===== config.mk =====
export PLATFORM = sky130hd
export DESIGN_NAME = ras_stack
export DESIGN_NICKNAME = d
export VERILOG_FILES = /design/src/ras_pkg.sv /design/src/ras_entry.sv /design/src/ras_stack.sv
export SDC_FILE = /design/constraint.sdc
export NUM_CORES = 1
export LEC_CHECK = 0
export ABC_AREA = 1
export BUFFER_PORTS_ARGS = -buffer_cell sky130_fd_sc_hd__buf_4
export CAP_MARGIN = 15
export CORE_ASPECT_RATIO = 1.25
export CORE_MARGIN = 8
export CORE_UTILIZATION = 35
export DETAILED_ROUTE_END_ITERATION = 10
export PLACE_DENSITY = 0.6
export SLEW_MARGIN = 30
export SYNTH_ARGS = -nofsm -noshare
export SYNTH_HDL_FRONTEND = slang
export SYNTH_HIERARCHICAL = 1
export SYNTH_SLANG_ARGS = --single-unit

===== constraint.sdc =====
create_clock -name i_sys_clk -period 2.3 [get_ports i_sys_clk]
set_clock_uncertainty 0.2 [all_clocks]
set_input_delay 0.46 -clock i_sys_clk [delete_from_list [all_inputs] [get_ports i_sys_clk]]
set_output_delay 0.46 -clock i_sys_clk [all_outputs]
set_load 0.1 [all_outputs]

===== src/ras_pkg.sv =====
// Package with constants of the return address stack
package ras_pkg;
    localparam int RAS_DEPTH = 4;
    localparam int RAS_PTR_W = 2;
    localparam int RAS_PC_W = 10;
    localparam int RAS_PCH_W = 2;
    localparam logic [7:0] RAS_ADDR_PTR = 8'hdf;
    localparam logic [7:0] RAS_ADDR_ENTRY_BASE = 8'hf0;
    localparam logic [7:0] RAS_ADDR_ENTRY_LAST = 8'hf7;
    localparam logic [1:0] RAS_PTR_EMPTY = 2'h3;
    localparam logic RAS_GIE_RESET = 1'h0;
    localparam int RAS_GIE_BIT = 7;
    localparam logic [9:0] RAS_PC_RESET = 10'h000;
endpackage : ras_pkg


===== src/ras_entry.sv =====
// One stack entry holding a saved program counter value
`timescale 1ns/1ps
module ras_entry
    import ras_pkg::*;
#(
    parameter int PC_W = RAS_PC_W
) (
    input wire logic i_sys_clk,
    input wire logic i_nrst,
    input wire logic i_push_we,
    input wire logic [PC_W-1:0] i_push_pc,
    input wire logic i_hi_we,
    input wire logic i_lo_we,
    input wire logic [7:0] i_wdata,
    output logic [PC_W-1:0] o_pc
);
    typedef struct packed {
        logic [PC_W-1:0] pc;
    } ras_entry_st_t;

    ras_entry_st_t st;
    ras_entry_st_t next_st;

    always_comb begin
        next_st = st;
        if (i_push_we) begin
            next_st.pc = i_push_pc;
        end else begin
            if (i_hi_we) begin
                next_st.pc[PC_W-1:8] = i_wdata[PC_W-9:0];
            end
            if (i_lo_we) begin
                next_st.pc[7:0] = i_wdata;
            end
        end
    end

    always_ff @(posedge i_sys_clk or negedge i_nrst) begin
        if (!i_nrst) begin
            st <= '0;
        end else begin
            st <= next_st;
        end
    end

    assign o_pc = st.pc;
endmodule : ras_entry


===== src/ras_stack.sv =====
// Return address stack with level pointer and global interrupt enable
`timescale 1ns/1ps
// Contract
// - Four stack levels, each saving one program counter value.
// - A 2-bit level pointer selects the entry for the next push or pop.
// - Push decrements the pointer and writes the PC at the new pointer.
// - Call or accepted interrupt pushes the PC before control transfers.
// - Return loads the PC from the latest entry and increments the pointer.
// - Entries come back in last-in, first-out order.
// - Empty is 11; one to four entries give 10, 01, 00, 11.
// - A fifth push wraps the pointer to 10, overwriting; no protection.
// - Entry split into high bits 9:8 and low bits 7:0; RW, reset zero.
// - Pointer register bit 7 is global interrupt enable, RW, reset 0.
// - Pointer bits reset to 11 and are software writable in bank 0.
// - The saved and restored program counter is 10 bits wide.
module ras_stack
    import ras_pkg::*;
#(
    parameter int DEPTH = RAS_DEPTH,
    parameter int PC_W = RAS_PC_W
) (
    input wire logic i_sys_clk,
    input wire logic i_nrst,
    input wire logic i_call,
    input wire logic i_irq_take,
    input wire logic i_return,
    input wire logic [PC_W-1:0] i_next_pc,
    input wire logic i_reg_we,
    input wire logic i_reg_re,
    input wire logic [7:0] i_reg_addr,
    input wire logic [7:0] i_reg_wdata,
    output logic [7:0] o_reg_rdata,
    output logic [PC_W-1:0] o_ret_pc,
    output logic o_ret_valid,
    output logic [RAS_PTR_W-1:0] o_level_ptr,
    output logic o_global_irq_enable
);
    typedef struct packed {
        logic [RAS_PTR_W-1:0] ptr;
        logic global_irq_enable;
        logic [PC_W-1:0] ret_pc;
        logic ret_valid;
        logic [7:0] rdata;
    } ras_st_t;

    ras_st_t st;
    ras_st_t next_st;
    logic [PC_W-1:0] entry_pc [DEPTH];
    logic [DEPTH-1:0] push_we;
    logic [DEPTH-1:0] hi_we;
    logic [DEPTH-1:0] lo_we;
    logic push;
    logic pop;
    logic [RAS_PTR_W-1:0] push_ptr;
    logic [7:0] ent_off;
    logic ent_hit;
    logic [RAS_PTR_W-1:0] ent_idx;

    // Call and interrupt share one push; a return in the same cycle is ignored
    assign push = i_call | i_irq_take;
    assign pop = i_return & ~push;
    assign push_ptr = st.ptr - 2'h1;
    assign ent_off = i_reg_addr - RAS_ADDR_ENTRY_BASE;
    assign ent_hit = (i_reg_addr >= RAS_ADDR_ENTRY_BASE) && (i_reg_addr <= RAS_ADDR_ENTRY_LAST);
    // Entry n: low at base+2n, high at base+2n+1
    assign ent_idx = ent_off[RAS_PTR_W:1];

    // Pointer 11 maps to entry 3, 10 to 0, 01 to 1, 00 to 2
    function automatic logic [RAS_PTR_W-1:0] ras_slot(input logic [RAS_PTR_W-1:0] p);
        ras_slot = RAS_PTR_W'(DEPTH - 2) - p;
    endfunction : ras_slot

    for (genvar n = 0; n < DEPTH; n++) begin : g_entry
        // Push writes the slot that the decremented pointer designates
        assign push_we[n] = push && (ras_slot(push_ptr) == RAS_PTR_W'(n));
        assign hi_we[n] = i_reg_we && ent_hit && ent_off[0] && (ent_idx == RAS_PTR_W'(n));
        assign lo_we[n] = i_reg_we && ent_hit && !ent_off[0] && (ent_idx == RAS_PTR_W'(n));
        ras_entry #(
            .PC_W(PC_W)
        ) u_entry (
            .i_sys_clk(i_sys_clk),
            .i_nrst(i_nrst),
            .i_push_we(push_we[n]),
            .i_push_pc(i_next_pc),
            .i_hi_we(hi_we[n]),
            .i_lo_we(lo_we[n]),
            .i_wdata(i_reg_wdata),
            .o_pc(entry_pc[n])
        );
    end

    always_comb begin
        next_st = st;
        next_st.ret_valid = 1'b0;
        if (i_reg_we && (i_reg_addr == RAS_ADDR_PTR)) begin
            next_st.ptr = i_reg_wdata[RAS_PTR_W-1:0];
            next_st.global_irq_enable = i_reg_wdata[RAS_GIE_BIT];
        end
        // Hardware stack motion wins over a software pointer write
        if (push) begin
            next_st.ptr = push_ptr;
        end else if (pop) begin
            next_st.ret_pc = entry_pc[ras_slot(st.ptr)];
            next_st.ret_valid = 1'b1;
            next_st.ptr = st.ptr + 2'h1;
        end
        next_st.rdata = 8'h00;
        if (i_reg_re) begin
            if (i_reg_addr == RAS_ADDR_PTR) begin
                next_st.rdata = {st.global_irq_enable, 5'h00, st.ptr};
            end else if (ent_hit) begin
                next_st.rdata = ent_off[0] ? {6'h00, entry_pc[ent_idx][PC_W-1:8]}
                                           : entry_pc[ent_idx][7:0];
            end
        end
    end

    always_ff @(posedge i_sys_clk or negedge i_nrst) begin
        if (!i_nrst) begin
            st.ptr <= RAS_PTR_EMPTY;
            st.global_irq_enable <= RAS_GIE_RESET;
            st.ret_pc <= RAS_PC_RESET;
            st.ret_valid <= 1'b0;
            st.rdata <= 8'h00;
        end else begin
            st <= next_st;
        end
    end

    assign o_reg_rdata = st.rdata;
    assign o_ret_pc = st.ret_pc;
    assign o_ret_valid = st.ret_valid;
    assign o_level_ptr = st.ptr;
    assign o_global_irq_enable = st.global_irq_enable;

    property p_push_dec;
        @(posedge i_sys_clk) disable iff (!i_nrst)
        push |=> o_level_ptr == $past(o_level_ptr) - 2'h1;
    endproperty
    a_push_dec: assert property (p_push_dec) else $error("push did not decrement");

    property p_pop_inc;
        @(posedge i_sys_clk) disable iff (!i_nrst)
        pop |=> (o_level_ptr == $past(o_level_ptr) + 2'h1) && o_ret_valid;
    endproperty
    a_pop_inc: assert property (p_pop_inc) else $error("pop did not increment");

    property p_lifo;
        @(posedge i_sys_clk) disable iff (!i_nrst)
        (push && !i_reg_we) ##1 (pop && !i_reg_we) |=> o_ret_pc == $past(i_next_pc, 2);
    endproperty
    a_lifo: assert property (p_lifo) else $error("pop did not return last push");

    property p_one_cycle;
        @(posedge i_sys_clk) disable iff (!i_nrst)
        o_ret_valid |-> $past(pop);
    endproperty
    a_one_cycle: assert property (p_one_cycle) else $error("stray return strobe");

    property p_wrap;
        @(posedge i_sys_clk) disable iff (!i_nrst)
        (push && o_level_ptr == 2'h3) |=> o_level_ptr == 2'h2;
    endproperty
    a_wrap: assert property (p_wrap) else $error("pointer did not wrap to 10");

    property p_slot;
        @(posedge i_sys_clk) disable iff (!i_nrst)
        (push && o_level_ptr == 2'h1) |=> entry_pc[2] == $past(i_next_pc);
    endproperty
    a_slot: assert property (p_slot) else $error("push wrote wrong entry");

    property p_gie;
        @(posedge i_sys_clk) disable iff (!i_nrst)
        (i_reg_we && i_reg_addr == RAS_ADDR_PTR) |=> o_global_irq_enable == $past(i_reg_wdata[7]);
    endproperty
    a_gie: assert property (p_gie) else $error("enable bit not written");

    property p_swptr;
        @(posedge i_sys_clk) disable iff (!i_nrst)
        (i_reg_we && i_reg_addr == RAS_ADDR_PTR && !push && !pop)
            |=> o_level_ptr == $past(i_reg_wdata[1:0]);
    endproperty
    a_swptr: assert property (p_swptr) else $error("pointer not written");

    property p_hold;
        @(posedge i_sys_clk) disable iff (!i_nrst)
        (!push && !pop && !i_reg_we) |=> $stable(o_level_ptr);
    endproperty
    a_hold: assert property (p_hold) else $error("pointer moved on its own");

    property p_first_slot;
        @(posedge i_sys_clk) disable iff (!i_nrst)
        (push && o_level_ptr == 2'h3) |=> entry_pc[0] == $past(i_next_pc);
    endproperty
    a_first_slot: assert property (p_first_slot) else $error("first push missed entry 0");

    property p_ret_hold;
        @(posedge i_sys_clk) disable iff (!i_nrst)
        !pop |=> $stable(o_ret_pc);
    endproperty
    a_ret_hold: assert property (p_ret_hold) else $error("restored pc changed");

    property p_gie_keep;
        @(posedge i_sys_clk) disable iff (!i_nrst)
        !(i_reg_we && i_reg_addr == RAS_ADDR_PTR) |=> $stable(o_global_irq_enable);
    endproperty
    a_gie_keep: assert property (p_gie_keep) else $error("enable bit moved");

    property p_rd_ptr;
        @(posedge i_sys_clk) disable iff (!i_nrst)
        (i_reg_re && i_reg_addr == RAS_ADDR_PTR)
            |=> o_reg_rdata == {$past(o_global_irq_enable), 5'h00, $past(o_level_ptr)};
    endproperty
    a_rd_ptr: assert property (p_rd_ptr) else $error("pointer register read wrong");

    property p_rd_low0;
        @(posedge i_sys_clk) disable iff (!i_nrst)
        (i_reg_re && i_reg_addr == RAS_ADDR_ENTRY_BASE) |=> o_reg_rdata == $past(entry_pc[0][7:0]);
    endproperty
    a_rd_low0: assert property (p_rd_low0) else $error("entry low read wrong");

    c_push: cover property (@(posedge i_sys_clk) disable iff (!i_nrst) push);
    c_pop: cover property (@(posedge i_sys_clk) disable iff (!i_nrst) pop);
    c_wrap: cover property (@(posedge i_sys_clk) disable iff (!i_nrst)
        push && o_level_ptr == 2'h3);
    c_swr: cover property (@(posedge i_sys_clk) disable iff (!i_nrst) |hi_we);
    c_lifo: cover property (@(posedge i_sys_clk) disable iff (!i_nrst) push ##1 pop);
endmodule : ras_stack


# Word level (Yosys, flattened, before mapping)
# Cells that the tools add are included.
# word_totals
ff_bits	62
inputBits	33
out_inout_bits	22
wordCells	91
# op_classes
add_sub_neg	5
n_lt_le_gt_ge	4
eq_ne	7
n_mux	27
bitwise_logic	5
n_reduce_logical	30
# ops
op	count
$mux 10	8
$mux 8	8
$bmux 10 s2	2
$logic_and 1x1->1	17
$reduce_bool 2->1	8
$mux 2	6
$eq 2x2->1 const B	4
$eq 8x8->1 const B	1
$ge 8x8->1 const B	1
$le 8x8->1 const B	1
$ge 3x3->1 const B	2
$not 2->3	2
$eq 2x1->1 const B	2
$logic_not 2->1	2
$sub 2x2->2 const A	2
$mux 3	1
$reduce_bool 3->1	1
$sub 3x1->3 const B	1
$add 2x1->2 const B	1
$mux 1	2
$reduce_and 2->1	1
$sub 2x1->2 const B	1
$and 1x1->1	1
$logic_not 1->1	1
other kinds (2)	2

# Depth between registers and ports, before layout
# depth
depth_word	9
ltp_mapped	10
ltp_nobuf	9

# Hierarchy
# Netlist, hierarchy kept.
# by_module_without_submodules
mod	instances	cells_each	area_per_inst_um2	seq_area_each_um2
ras_entry	4	55	449.2	250.2
ras_stack	1	267	1706.6	553.0

# Worst setup path before layout
# Ideal clock, no wire load.
# synth_timing
path_kind	register to register
from	register st (netlist bit o_level_ptr[0])
to	register st (netlist bit o_ret_pc[5])
setup_time_ps	82
arrival_ps	2261
required_time_ps	2018
slack_ps	-243
stages_incl_launch_ff	10
n_path_buf	4
synth_period_minus_slack_ps	2543
path_cell_list	dfstp_2 buf_2 inv_2 buf_2 ha_1 buf_2 buf_2 a21oi_1 o21ai_0 a31oi_1
# synth_between
elab_chain_cells	5
# synth_rtl
item	line	text
start, declared	ras_stack.sv:46	ras_st_t st;
start signal, assigned	ras_stack.sv:126	st <= next_st;
$sub 2x2->2	ras_stack.sv:70	ras_slot = RAS_PTR_W'(DEPTH - 2) - p;
$not 2->3 (implied by the code)	ras_stack.sv:103	next_st.ret_pc = entry_pc[ras_slot(st.ptr)];
$bmux 10 s2	ras_stack.sv:103	
$mux 10 (implied by the code) (2 in series)	ras_stack.sv:103	
# Every way passes these cells. The select of a mux whose other input is x is not followed.
# A chain may end at the register's enable or synchronous reset.

# Worst setup path in the final report
# layout_timing
from	register st (netlist bit o_level_ptr[0])
to	output port o_level_ptr[0]
# layout_lines
item	line	text
end, declared	ras_stack.sv:35	output logic [RAS_PTR_W-1:0] o_level_ptr,
# No word-level cell between the ends.

==> impl_metrics.tcl <==
set metrics [dict create \
    outcome "finished, final reports clean" \
    number_of_buffers_added_on_ports 54 \
    period_share_pct 97.9 \
    numCtsBuffers 9 \
    syn-instance-count 487 \
    number_of_instances_in_the_placed_design 665 \
    layout_cell_share_with_drive_strength_beyond_1_pct 19.1 \
    share_clk_of_total_power_pct 25.7 \
    achievable-frequency_ghz 0.444 \
    yosys_warnings 6 \
    dp_hpwl_microns 8090 \
    r2r.worst_path.cells 6 \
    worst_setup_path_endpoint "o_level_ptr[0]" \
    total_nets_after_synthesis 524 \
    cts-hold-fix-buffers 0 \
    hold_path.class "in -> async" \
    top_level_ports 55 \
    seq_power_share_pct 31.7 \
    detailedRoute.firstPassIterationCount 4 \
    wire_per_inst_microns 15.5 \
    routed_wl_microns 10500 \
    met3_usage_pct 3.17 \
    setup_tns_ns 0 \
    post_synth.cell_area_avg_sq_um 7.19 \
    reg2reg_setup_slack_ns 0.17 \
    leading_cell_type_in_the_layout_fill_and_taps_excluded "sky130_fd_sc_hd__nand2_1" \
    finish.net_count 584 \
    worstSetupStartpointType "flip-flop" \
    cp_max_fo 28 \
    overflow 0 \
    clock_tree.htree_level_count 3 \
    die_span_in_x_microns 105 \
    power_report.internal_total_mw 3.36 \
    worst_slew_margin_rel_pct 44.2 \
    comb_power_share_pct 42.6 \
    drt_iter0_drc 308 \
    antenna_violations_before_repair 0 \
    diodes 0 \
    critical_path_required_ns 1.64 \
    sw_power_mw 2.65 \
    ctsLongestPathBuffers 2 \
    final_hold_viol_count 0 \
    async_reset_ff_share_pct 100 \
    core_area_sq_um 9900 \
    track_usage_pct 16.2 \
    finalSetupViolCount 0 \
    netSwitchingFraction_pct 44.1 \
    via_count 3485 \
    postCtsSetupRepairBufs 0 \
    mostFrequentLayoutCells "130 x sky130_fd_sc_hd__nand2_1, 95 x sky130_fd_sc_hd__nand3_1, 69 x sky130_fd_sc_hd__buf_4" \
    clk_transition_reported_paths_ns 0.05 \
    crit_path_start "o_level_ptr[0]$_DFFE_PN1P_" \
    grt_max_degree 63 \
    cts_tree "built" \
    yosysSeqAreaShare_pct 44.4 \
    yosys_register_bits 62 \
    worstPathArrival_ns 1.59 \
    synth_cell_type_count 26 \
    final-max-slew-violation-count 0 \
    setup.worst_path.class "reg -> out" \
    power_per_unit_of_standard_cell_area_nw_per_um2 1360 \
    floorplan.die_area_sq_um 13500 \
    power.ir.vdd_worst_uv 345 \
    clock_sinks 62 \
    grt_pass1_vias 3376 \
    synth-main-ff-cell "sky130_fd_sc_hd__dfrtp_1" \
    grt-busiest-layer "met2" \
    power.leakage_nw 2.19 \
    gr_util_met1_pct 20.5 \
    critical_path.reg2reg.startpoint "o_level_ptr[1]$_DFFE_PN1P_" \
    syn2layout_area_growth_pct 26.1 \
    cts_root_buffer "sky130_fd_sc_hd__clkbuf_16" \
    synth_edf_count 0 \
    drc 0 \
    met2_track_usage_gr_pct 26.0 \
    min_period_ns 2.25 \
    cts_resized 0 \
    worst_pin_slew_ns 0.834 \
    max_cap_viol_count 0 \
    die_height_microns 128 \
    initial_utilization_pct 35.4 \
    clkLatencyLatePin_ns 0.33 \
    gp_weighted_congestion 0.851 \
    layoutNonFillerInstCount 680 \
    route.detailed.vias_per_inst 5.13 \
    kind_of_end_point_of_the_critical_path "output pin" \
    unrepaired_setup_endpoints_after_global_routing "no" \
    row_count 41 \
    first_pass_grt_wire_length_microns 17400 \
    rr_endpoint "g_entry[1].u_entry/o_pc[9]$_DFFE_PN0P_" \
    drt.antenna.violating_nets 0 \
    synth_area_sq_um 3500 \
]
## critical path, cell delays in order (launching register included)
cell and delay [ns]:
sky130_fd_sc_hd__dfstp_4 0.62, sky130_fd_sc_hd__buf_4 0.29, sky130_fd_sc_hd__buf_4 0.35
## Yosys cell counts (2+ instances only)
master                       n  area (sq um)
sky130_fd_sc_hd__nand2_1   130           488
sky130_fd_sc_hd__nand3_1    95           475
sky130_fd_sc_hd__dfrtp_1    60          1500
sky130_fd_sc_hd__nor2_1     49           184
sky130_fd_sc_hd__inv_1      43           161
sky130_fd_sc_hd__o21ai_0    22           110
sky130_fd_sc_hd__a21oi_1    17          85.1
sky130_fd_sc_hd__buf_2      16          80.1
sky130_fd_sc_hd__a31oi_1    10          62.6
sky130_fd_sc_hd__inv_2       7          26.3
sky130_fd_sc_hd__nor2_2      7          43.8
sky130_fd_sc_hd__o211ai_1    6          45.0
sky130_fd_sc_hd__ha_1        4          50.1
sky130_fd_sc_hd__nand2_2     4          25.0
sky130_fd_sc_hd__nand3b_1    4          30.0
sky130_fd_sc_hd__a211oi_1    2          15.0
sky130_fd_sc_hd__dfstp_2     2          52.6
## how the worst min path moves through the flow
| stage | startpoint | endpoint | slack, ns |
|---|---|---|---|
| detailed placement | g_entry[1].u_entry/o_pc[6]$_DFFE_PN0P_ | g_entry[1].u_entry/o_pc[6]$_DFFE_PN0P_ | 0.27 |
| global placement | g_entry[1].u_entry/o_pc[3]$_DFFE_PN0P_ | g_entry[1].u_entry/o_pc[3]$_DFFE_PN0P_ | 0.26 |
| floorplan | i_nrst | g_entry[0].u_entry/o_pc[0]$_DFFE_PN0P_ | -0.04 |
| global route | i_nrst | g_entry[0].u_entry/o_pc[9]$_DFFE_PN0P_ | 0.08 |
| CTS | i_nrst | g_entry[3].u_entry/o_pc[8]$_DFFE_PN0P_ | 0.06 |
| finish | i_nrst | g_entry[0].u_entry/o_pc[9]$_DFFE_PN0P_ | 0.005 |
## cells by family (layout without fill, tap and decap cells)
group,after synthesis,count (layout),share of synthesized area (%)
AND/OR/NAND/NOR,291,291,36.2
flip-flops,62,62,44.4
adder cells (fa/ha/maj),4,4,1.43
buffers and inverters,70,134,8.43
AO/OA/AOI/OAI,60,60,9.61
## flip-flops by register name, summed over array words and instances (netlist names)
register and count:
g_entry.u_entry/o_pc 40, o_global_irq_enable 1, o_ret_valid 1, o_ret_pc 10, o_reg_rdata 8, o_level_ptr 2
## final cells by class
class,count,area [sq um]
fill,1012,5480
multi-input combinational,355,1650
sequential,62,1560
timing repair buffer,69,518
clock buffer,11,243
inverter,50,190
tap,129,161
clock inverter,4,95.1
## per-stage QoR
stage | worst slack (ns) | hold WS (ns) | cell area, sq um | total power, mW | utilization [%]
3_5_place_dp | 0.180 | 0.271 | 4080 | 4.47 | 41.2
4_1_cts | 0.0399 | 0.0560 | 4420 | 6.03 | 44.6
2_1_floorplan | 0.00973 | -0.0356 | 3530 | 3.76 | -
6_report | 0.0494 | 0.00538 | 4420 | 6.00 | 44.6
5_1_grt | 0.00105 | 0.0827 | 4420 | 6.40 | 44.6
3_3_place_gp | 0.238 | 0.265 | 4080 | 4.41 | 41.2
## routing by layer
layer / routed length, microns / up-vias
met4: 244 / 0
li1: - / 1715
met5: 0 / -
met2: 5120 / 122
met3: 528 / 14
met1: 4650 / 1634
## power by group through the flow
stage | registers [mW] | logic, mW | clock network (mW)
final | 1.90 | 2.56 | 1.54
after CTS | 1.90 | 2.57 | 1.57
after global placement | 1.89 | 2.52 | 0
after floorplan | 2.56 | 1.20 | 0
after global routing | 1.97 | 2.81 | 1.62
after detailed placement | 1.91 | 2.56 | 0
Note: power is estimated with default switching activity, not from simulation.
